## src/inc/gpb_pkg.sv

```systemverilog
// Package with register map, reset values and shared helpers of the port block.
`default_nettype none
package gpb_pkg;
    // Width of the pin group and of each register.
    localparam int unsigned GPB_PORT_W     = 8;
    // Avalon data width and word address width.
    localparam int unsigned GPB_BUS_W      = 32;
    localparam int unsigned GPB_ADDR_W     = 2;
    localparam int unsigned GPB_BE_W       = 4;

    // Byte offsets of the registers on the bus.
    localparam logic [7:0] GPB_OFS_DATA    = 8'h00;
    localparam logic [7:0] GPB_OFS_DIR     = 8'h04;
    localparam logic [7:0] GPB_OFS_LEVEL   = 8'h08;
    localparam logic [7:0] GPB_OFS_STATUS  = 8'h0c;

    // Bit position of the dropped-lane flag in the status register.
    localparam int unsigned GPB_STAT_DROP  = 0;

    // Values after reset.
    localparam logic [7:0] GPB_RST_DATA    = 8'h00;
    localparam logic [7:0] GPB_RST_DIR     = 8'h00;
    localparam logic [7:0] GPB_RST_LEVEL   = 8'h00;

    // Value every read of the direction register returns.
    localparam logic [7:0] GPB_DIR_READ    = 8'hff;

    // Byte lane that carries an eight-bit register.
    localparam logic [3:0] GPB_LANE_REG    = 4'h1;

    // Bus answer states, Gray coded along the request path.
    typedef enum logic [1:0] {
        GPB_IDLE   = 2'b00,
        GPB_ANSWER = 2'b01
    } gpb_bus_state_e;

    // True when the word address selects the register at the given byte offset.
    function automatic logic gpb_hit(input logic [1:0] addr, input logic [7:0] ofs);
        gpb_hit = (addr == ofs[3:2]);
    endfunction : gpb_hit
endpackage : gpb_pkg
`default_nettype wire

```

## src/hdl/gpb_pin_stage.sv

```systemverilog
// Pin stage: samples the pin levels and drives pin outputs from flip-flops.
`default_nettype none
module gpb_pin_stage
    import gpb_pkg::*;
(
    input  wire logic                  ref_clk,     // System clock.
    input  wire logic                  rst_n,       // Synchronous reset, active low.
    input  wire logic [GPB_PORT_W-1:0] pins_in,     // Levels seen on the pins.
    input  wire logic [GPB_PORT_W-1:0] data_bits,   // Stored data bits.
    input  wire logic [GPB_PORT_W-1:0] dir_bits,    // Stored direction bits.
    output logic      [GPB_PORT_W-1:0] level_q,     // Sampled pin levels.
    output logic      [GPB_PORT_W-1:0] pins_out_q,  // Level driven on each pin.
    output logic      [GPB_PORT_W-1:0] pins_oe_n_q  // Low where the pin is driven.
);
    // Pins are synchronous to the clock, so one stage is enough.
    always_ff @(posedge ref_clk)
    begin
        if (!rst_n)
        begin
            level_q <= GPB_RST_LEVEL;
        end
        else
        begin
            level_q <= pins_in;
        end
    end

    // An output pin drives its data bit; a direction bit of 1 enables the driver.
    always_ff @(posedge ref_clk)
    begin
        if (!rst_n)
        begin
            pins_out_q  <= GPB_RST_DATA;
            pins_oe_n_q <= ~GPB_RST_DIR;
        end
        else
        begin
            pins_out_q  <= data_bits;
            pins_oe_n_q <= ~dir_bits;
        end
    end
endmodule : gpb_pin_stage
`default_nettype wire

```

## src/hdl/gpb_readback.sv

```systemverilog
// Readback merge: what software sees when it reads the data register.
`default_nettype none
module gpb_readback
    import gpb_pkg::*;
(
    input  wire logic [GPB_PORT_W-1:0] data_bits,  // Stored data bits.
    input  wire logic [GPB_PORT_W-1:0] dir_bits,   // Stored direction bits.
    input  wire logic [GPB_PORT_W-1:0] level_bits, // Sampled pin levels.
    output logic      [GPB_PORT_W-1:0] merged      // Per-bit readback value.
);
    // Each bit picks the stored bit for outputs and the pin level for inputs.
    // A read-modify-write on this value therefore copies pin levels into the
    // data bits of input pins; software should keep its own copy instead.
    always_comb
    begin
        merged = (data_bits & dir_bits)
               | (level_bits & ~dir_bits);
    end
endmodule : gpb_readback
`default_nettype wire

```

## src/hdl/gpb_port.sv

```systemverilog
// Eight-pin I/O port with data and direction registers on an Avalon-MM slave.
`default_nettype none

module gpb_port
    import gpb_pkg::*;
(
    input  wire logic                  ref_clk,
    input  wire logic                  rst_n,
    input  wire logic [GPB_ADDR_W-1:0] avs_address,
    input  wire logic                  avs_read,
    input  wire logic                  avs_write,
    input  wire logic [GPB_BUS_W-1:0]  avs_writedata,
    input  wire logic [GPB_BE_W-1:0]   avs_byteenable,
    output logic      [GPB_BUS_W-1:0]  avs_readdata,
    output logic                       avs_waitrequest,
    input  wire logic [GPB_PORT_W-1:0] port_pins_in,
    output logic      [GPB_PORT_W-1:0] port_pins_out,
    output logic      [GPB_PORT_W-1:0] port_pins_oe_n
);

    // Stored data bits, one per pin.
    logic [GPB_PORT_W-1:0] port_pin_data_q;
    // Stored direction bits, one per pin; 1 selects output.
    logic [GPB_PORT_W-1:0] port_pin_direction_q;
    // Pin levels sampled once per clock.
    logic [GPB_PORT_W-1:0] level_q;
    // Value the data register presents to a read.
    logic [GPB_PORT_W-1:0] data_readback;
    // Sticky flag: a write carried lanes that the registers cannot hold.
    logic                  lane_drop_q;
    // Bus answer state.
    gpb_bus_state_e        bus_state_q;
    // Next bus answer state.
    gpb_bus_state_e        bus_state_d;
    // Wait request towards the master, and its next value.
    logic                  waitreq_q;
    logic                  waitreq_d;
    // Read data towards the master, and its next value.
    logic [GPB_BUS_W-1:0]  rdata_q;
    logic [GPB_BUS_W-1:0]  rdata_d;
    // A request is pending on the bus.
    logic                  req_valid;
    // The write of the current request takes effect in this cycle.
    logic                  wr_commit;
    // The current write touches the register byte lane.
    logic                  wr_lane_ok;
    // The current write carries lanes above the register byte.
    logic                  wr_lane_extra;
    // Address decode of the pending request.
    logic                  hit_data;
    logic                  hit_dir;
    logic                  hit_level;
    logic                  hit_status;

    // Pin sampling and pin drivers live in their own stage.
    // The pin drivers sit one flop behind the registers and the sampled levels
    // one flop behind the pins, so a write reaches the pins one cycle after it lands.
    gpb_pin_stage u_pin_stage (
        .ref_clk     (ref_clk),
        .rst_n       (rst_n),
        .pins_in     (port_pins_in),
        .data_bits   (port_pin_data_q),
        .dir_bits    (port_pin_direction_q),
        .level_q     (level_q),
        .pins_out_q  (port_pins_out),
        .pins_oe_n_q (port_pins_oe_n)
    );

    // Merge of stored bits and pin levels for the data register read.
    // The merge itself is combinational; the answer flop in the bus
    // machine is what keeps the read data straight from a register.
    gpb_readback u_readback (
        .data_bits  (port_pin_data_q),
        .dir_bits   (port_pin_direction_q),
        .level_bits (level_q),
        .merged     (data_readback)
    );

    // Decode the address once; the same result serves reads and writes.
    // All four words are mapped, so every address selects one register.
    always_comb
    begin
        hit_data   = gpb_hit(avs_address, GPB_OFS_DATA);
        hit_dir    = gpb_hit(avs_address, GPB_OFS_DIR);
        hit_level  = gpb_hit(avs_address, GPB_OFS_LEVEL);
        hit_status = gpb_hit(avs_address, GPB_OFS_STATUS);
    end

    // Read and write are never high together, so either marks a request.
    // A master that raised both would see a read answered and a write
    // committed in the same access.
    always_comb
    begin
        req_valid = avs_read | avs_write;
    end

    // Registers are eight bits wide: only byte lane 0 is ever stored.
    // A wider write keeps its lane 0 byte and loses the rest, which is
    // what the narrow peripheral path did; a loss on data or direction is flagged in status.
    // A write that misses lane 0 altogether stores nothing.
    always_comb
    begin
        wr_lane_ok    = |(avs_byteenable & GPB_LANE_REG);
        wr_lane_extra = |(avs_byteenable & ~GPB_LANE_REG);
    end

    // A write lands at the edge where the master sees waitrequest low.
    // Both sides then agree on the edge at which the new value exists.
    always_comb
    begin
        wr_commit = (bus_state_q == GPB_ANSWER) && avs_write;
    end

    // Bus answer machine.
    // Every request gets exactly one wait cycle: in IDLE waitrequest is high
    // and the read data is captured; in ANSWER waitrequest is low for one
    // cycle and the master completes. This costs one cycle per access but
    // keeps read data and waitrequest straight from flip-flops.
    always_comb
    begin
        bus_state_d = bus_state_q;
        waitreq_d   = waitreq_q;
        rdata_d     = rdata_q;
        case (bus_state_q)
            GPB_IDLE:
            begin
                // Capture the answer now so that it stands with waitrequest low.
                if (req_valid)
                begin
                    bus_state_d = GPB_ANSWER;
                    waitreq_d   = 1'b0;
                    rdata_d     = '0;
                    if (avs_read)
                    begin
                        // Only the selected register fills the low byte; the rest is zero.
                        if (hit_data)
                        begin
                            // Outputs show the stored bit, inputs the pin level.
                            rdata_d[GPB_PORT_W-1:0] = data_readback;
                        end
                        else if (hit_dir)
                        begin
                            // The stored direction cannot be seen from the bus.
                            rdata_d[GPB_PORT_W-1:0] = GPB_DIR_READ;
                        end
                        else if (hit_level)
                        begin
                            // Raw pin levels, whatever each pin's direction.
                            rdata_d[GPB_PORT_W-1:0] = level_q;
                        end
                        else if (hit_status)
                        begin
                            // Only the dropped-lane flag is defined; other bits read zero.
                            rdata_d[GPB_STAT_DROP] = lane_drop_q;
                        end
                        else
                        begin
                            // Unmapped offsets read as zero.
                            rdata_d = '0;
                        end
                    end
                end
                else
                begin
                    // No request: keep waitrequest high so nothing completes.
                    waitreq_d = 1'b1;
                end
            end
            GPB_ANSWER:
            begin
                // The master has taken the answer at this edge; go back.
                // Read data keep standing until the next request is captured.
                bus_state_d = GPB_IDLE;
                waitreq_d   = 1'b1;
            end
            default:
            begin
                // Unused encoding: fall back to idle with a clean answer.
                bus_state_d = GPB_IDLE;
                waitreq_d   = 1'b1;
                rdata_d     = '0;
            end
        endcase
    end

    // Bus state register.
    // This flop gates the write commit; waitreq_q, moved in step with it, tells the master which edge completes.
    always_ff @(posedge ref_clk)
    begin
        if (!rst_n)
        begin
            bus_state_q <= GPB_IDLE;
        end
        else
        begin
            bus_state_q <= bus_state_d;
        end
    end

    // Waitrequest stays high in reset so no request completes early.
    // A master that holds a request across reset is simply answered later.
    always_ff @(posedge ref_clk)
    begin
        if (!rst_n)
        begin
            waitreq_q <= 1'b1;
        end
        else
        begin
            waitreq_q <= waitreq_d;
        end
    end

    // Read data register; bits above the register byte read as zero.
    // Holding the last answer between requests keeps the read bus quiet.
    always_ff @(posedge ref_clk)
    begin
        if (!rst_n)
        begin
            rdata_q <= '0;
        end
        else
        begin
            rdata_q <= rdata_d;
        end
    end

    // Data register: a byte write replaces all eight bits, including those
    // of input pins. Those bits do not reach the pins until the pin turns
    // into an output, so a read-modify-write that picked up pin levels can
    // silently change them; software should write from a shadow copy.
    always_ff @(posedge ref_clk)
    begin
        if (!rst_n)
        begin
            // Data start low, so a pin turned into an output first drives low.
            port_pin_data_q <= GPB_RST_DATA;
        end
        else if (wr_commit && hit_data && wr_lane_ok)
        begin
            // Only lane 0 is stored; a write without it leaves the bits alone.
            port_pin_data_q <= avs_writedata[GPB_PORT_W-1:0];
        end
    end

    // Direction register: written as a whole byte, never read back.
    // Because reads return all ones, a read-modify-write would turn every
    // input into an output; software should write from a shadow copy.
    always_ff @(posedge ref_clk)
    begin
        if (!rst_n)
        begin
            // Every pin starts as an input, so nothing is driven out of reset.
            port_pin_direction_q <= GPB_RST_DIR;
        end
        else if (wr_commit && hit_dir && wr_lane_ok)
        begin
            // A write without lane 0 leaves the direction alone.
            port_pin_direction_q <= avs_writedata[GPB_PORT_W-1:0];
        end
    end

    // Dropped-lane flag: set by a write to data or direction that carried extra
    // lanes, cleared by writing 1 to its bit. A new drop in the clearing
    // cycle wins, so no event is lost.
    // Any write to data or direction with lanes above lane 0 raises it,
    // even one that misses lane 0 and therefore stores nothing.
    always_ff @(posedge ref_clk)
    begin
        if (!rst_n)
        begin
            // No lane has been lost yet.
            lane_drop_q <= 1'b0;
        end
        else if (wr_commit && (hit_data || hit_dir) && wr_lane_extra)
        begin
            lane_drop_q <= 1'b1;
        end
        else if (wr_commit && hit_status && wr_lane_ok
                 && avs_writedata[GPB_STAT_DROP])
        begin
            lane_drop_q <= 1'b0;
        end
    end

    // Bus outputs come straight from their registers.
    // Plain assignments keep any logic out of the path after the flops.
    always_comb
    begin
        avs_readdata    = rdata_q;
        avs_waitrequest = waitreq_q;
    end

endmodule : gpb_port
`default_nettype wire

```

## config.mk

```make
export PLATFORM = sky130hd
export DESIGN_NAME = gpb_port
export DESIGN_NICKNAME = d
export VERILOG_FILES = /design/src/inc/gpb_pkg.sv /design/src/hdl/gpb_pin_stage.sv /design/src/hdl/gpb_readback.sv /design/src/hdl/gpb_port.sv
export SDC_FILE = /design/constraint.sdc
export NUM_CORES = 1
export LEC_CHECK = 0
export BUFFER_PORTS_ARGS = -buffer_cell sky130_fd_sc_hd__buf_4
export CAP_MARGIN = 0
export CORE_MARGIN = 2
export CORE_UTILIZATION = 41
export CTS_CLUSTER_SIZE = 28
export DETAILED_ROUTE_END_ITERATION = 10
export HOLD_SLACK_MARGIN = 0.15
export PLACE_DENSITY = 0.71
export SLEW_MARGIN = 25
export SYNTH_ARGS = -nofsm -noshare
export SYNTH_HDL_FRONTEND = slang
export SYNTH_SLANG_ARGS = --single-unit
```

## constraint.sdc

```tcl
create_clock -name ref_clk -period 1.05 [get_ports ref_clk]
set_input_delay 0.21 -clock ref_clk [delete_from_list [all_inputs] [get_ports ref_clk]]
set_output_delay 0.21 -clock ref_clk [all_outputs]
set_load 0.01 [all_outputs]
```

==> impl_results.md <==
- Run status: finished with violations
- Failing checks: setup timing
- Gr usage total: between 10% and 20%
- Global-route wire length before repair: roughly 7000 um
- Most frequent cells in the layout: 65 x buf_4, 47 x dfxtp_1, 24 x conb_1, 19 x a21oi_1, 16 x and2_1
- Power density over the cells: about 1300 mW/mm^2
- Final Hold Viols: 0
- Count of buffers from port buffering: 50
- Crit path capture type: register
- Post-CTS Setup Repair Bufs: 0
- Final net count: between 300 and 400
- Worst min-delay path category: in -> reg
- CTS tree: built
- Diodes inserted: 0
- Reg clk slew, reported paths: ~90 ps
- Synth warn: 0
- Pin count of the biggest net entering global routing: 25
- Antenna violations before repair: 0
- Most common cell after layout, fill and taps aside: buf_4
- H-tree levels: 2
- First-pass detailed-route iteration total: 4
- Final worst-path cycle share: 104.3%
- Critical Path AT: 1320 ps
- DIE HEIGHT: 74.16 um
- CP Max Fanout: 8
- Clock skew: approximately 11 ps
- Hold_ws: 168.4 ps
- Post-route ant nets: 0
- Max Cap Viol: 0
- Worst path max stage delay: 370 ps
- Util after Layout: 57.32%
- P_leak: between 1 and 1.5 nW
- Setup-failing EPs final: 10
- Iteration-0 DRC Markers: 90
- Core Rows: 25
- Skew-Pair Late Insertion Delay: 300 ps
- Min Clock Period, post-route: 1095 ps
- Top Ports: between 90 and 100
- EDFF count, synth: 0
- Total power: around 3.5 mW
- Clk root buf: clkbuf_8
- Finished Cell Area: around 0.0027 mm^2
- Setup CP Type: reg -> reg
- Vias in the first global route: ~1500
- Vias post-DR: roughly 1700
- Syn avg cell area: 9.258 um^2
- Grt ovf: 0
- Cell variety after synth: 24
- Total core area: between 0.004 and 0.005 mm^2
- Sequential-to-total area share from yosys stat: around half
- Async SR Flop Fraction: 0%
- Max VDD drop: approximately 0.75 mV
- Mapped cell area: around 0.0020 mm^2
- Pre-CTS setup slack: -243.8 ps
- Worst setup SP type: register
- Crit path max-delay cell type: dfxtp_4
- Post-Route WL: about 4600 um
- FMAX: 0.9135 GHz
- Clk sinks: 51
- Worst slew pin tran: 553.8 ps
- Die extent in x: between 70 and 80 um
- Synth Register Bits: about 50
- Final worst slack: -44.72 ps
- RSZ-0062 raised after global routing: yes
- Final max-slew violation count: 0
- Area delta synth->final: 34.16%
- CP Cell Sequence: nand2b_4 > a2111o_1 > a21oi_2
- Post-Syn Instances: 218
- Ys flop type: dfxtp_1
- Routed wire per std cell: 13.07 um
- Num CTS Buffers: 5
- Initial Utilization: a little over two fifths
- CP bufs+invs: 0
- Placed Area: 0.002471 mm^2
- Die ar.: around 0.0055 mm^2
- Max clock buf depth: 2
- RePlAce Congestion: slightly above 0.8
- DRC: 0
- Critical Path RT: around 1300 ps
- Worst slew margin: 62.94%
- Vias per cell: roughly 4.8
- CP top delay family: compound AO/OA/AOI/OAI gates
- Dpl hpwl: between 3000 and 4000 um
- Share of cells above drive strength 1: 32.29%
[registers in the layout (all words and copies together), names as in the netlist]
name,count
port_pin_direction_q,8
avs_readdata,8
avs_waitrequest,1
lane_drop_q,1
u_pin_stage.level_q,8
u_pin_stage.pins_out_q,8
u_pin_stage.pins_oe_n_q,8
bus_state_q,1
port_pin_data_q,8
[path summary, 6_finish.rpt]
kind | start | end | slack, ps | cells past startpoint
min | avs_writedata[1] | port_pin_data_q[1] | 170 | 3
max reg2reg | bus_state_q[0] | avs_readdata[6] | -40 | 3
min reg2reg | port_pin_direction_q[7] | u_pin_stage.pins_oe_n_q[7] | 420 | 1
max | bus_state_q[0] | avs_readdata[6] | -40 | 3
[logic make-up (layout without fill, tap and decap cells)]
logic type      count (synthesis)  count (layout)  share of synthesized area, %
flops                          51              51                         50.59
simple gates                   65              65                         17.36
other cells                     1              24                        0.1858
compound gates                 52              52                         15.19
buf+inv                        41              88                         12.71
mux                             8               8                         3.968
[worst register-to-register path: cells and delay by family, from the launching register on]
kind / cells / cell delay, ps
AO/OA/AOI/OAI: 2 / 470
AND/OR/NAND/NOR: 1 / 180
flip-flops: 1 / 370
[cells in the mapped netlist, drive strengths merged (2+ instances only)]
master	count	area share, %
dfxtp	51	51
and2	17	5.3
clkbuf	7	1.3
nand3	16	4.0
a21oi	25	6.2
nand4b	2	0.87
inv	3	0.56
nand2b	7	2.2
a221o	7	3.5
mux2i	8	4.0
nor2	2	0.37
buf	30	11
o21bai	2	0.74
o21ai	17	4.2
nand2	17	3.2
[final cells by class]
type,count,area [um^2]
clock inverter,1,5.005
sequential,51,1028
fill,430,2016
inverter,4,15.01
tap,67,83.83
timing repair buffer,76,610.6
multi-input combinational,149,888.4
clock buffer,7,76.32
[stage by stage]
| stage | std cells | TNS [ps] |
|---|---|---|
| after floorplan | 241 | 0 |
| after global placement | 339 | -1789 |
| after detailed placement | 339 | -2249 |
| after CTS | 355 | -58.69 |
| after global routing | 355 | -859.9 |
| final | 355 | -176.6 |
[power by group]
part / internal (mW) / leakage [nW] / switching [mW]
clock: 0.469 / 0.0422 / 0.603
combinational: 0.220 / 0.639 / 0.232
sequential: 1.98 / 0.417 / 0.0316
total: 2.67 / 1.10 / 0.867
[repair_timing]
action,in CTS,in global routing
pin swaps,1,2
gates resized for setup,4,25
setup endpoints to repair,18,24
hold buffers,8,0
endpoints found under the hold margin,8,0
[per-layer routing]
layer	global-route usage [%]	wire, um	up-vias
met1	21.93	2007	785
met5	0	0	-
met2	27.98	2281	59
met4	7.677	115	0
li1	-	-	834
met3	3.659	234	11
Power figures use the tool's default switching activity.
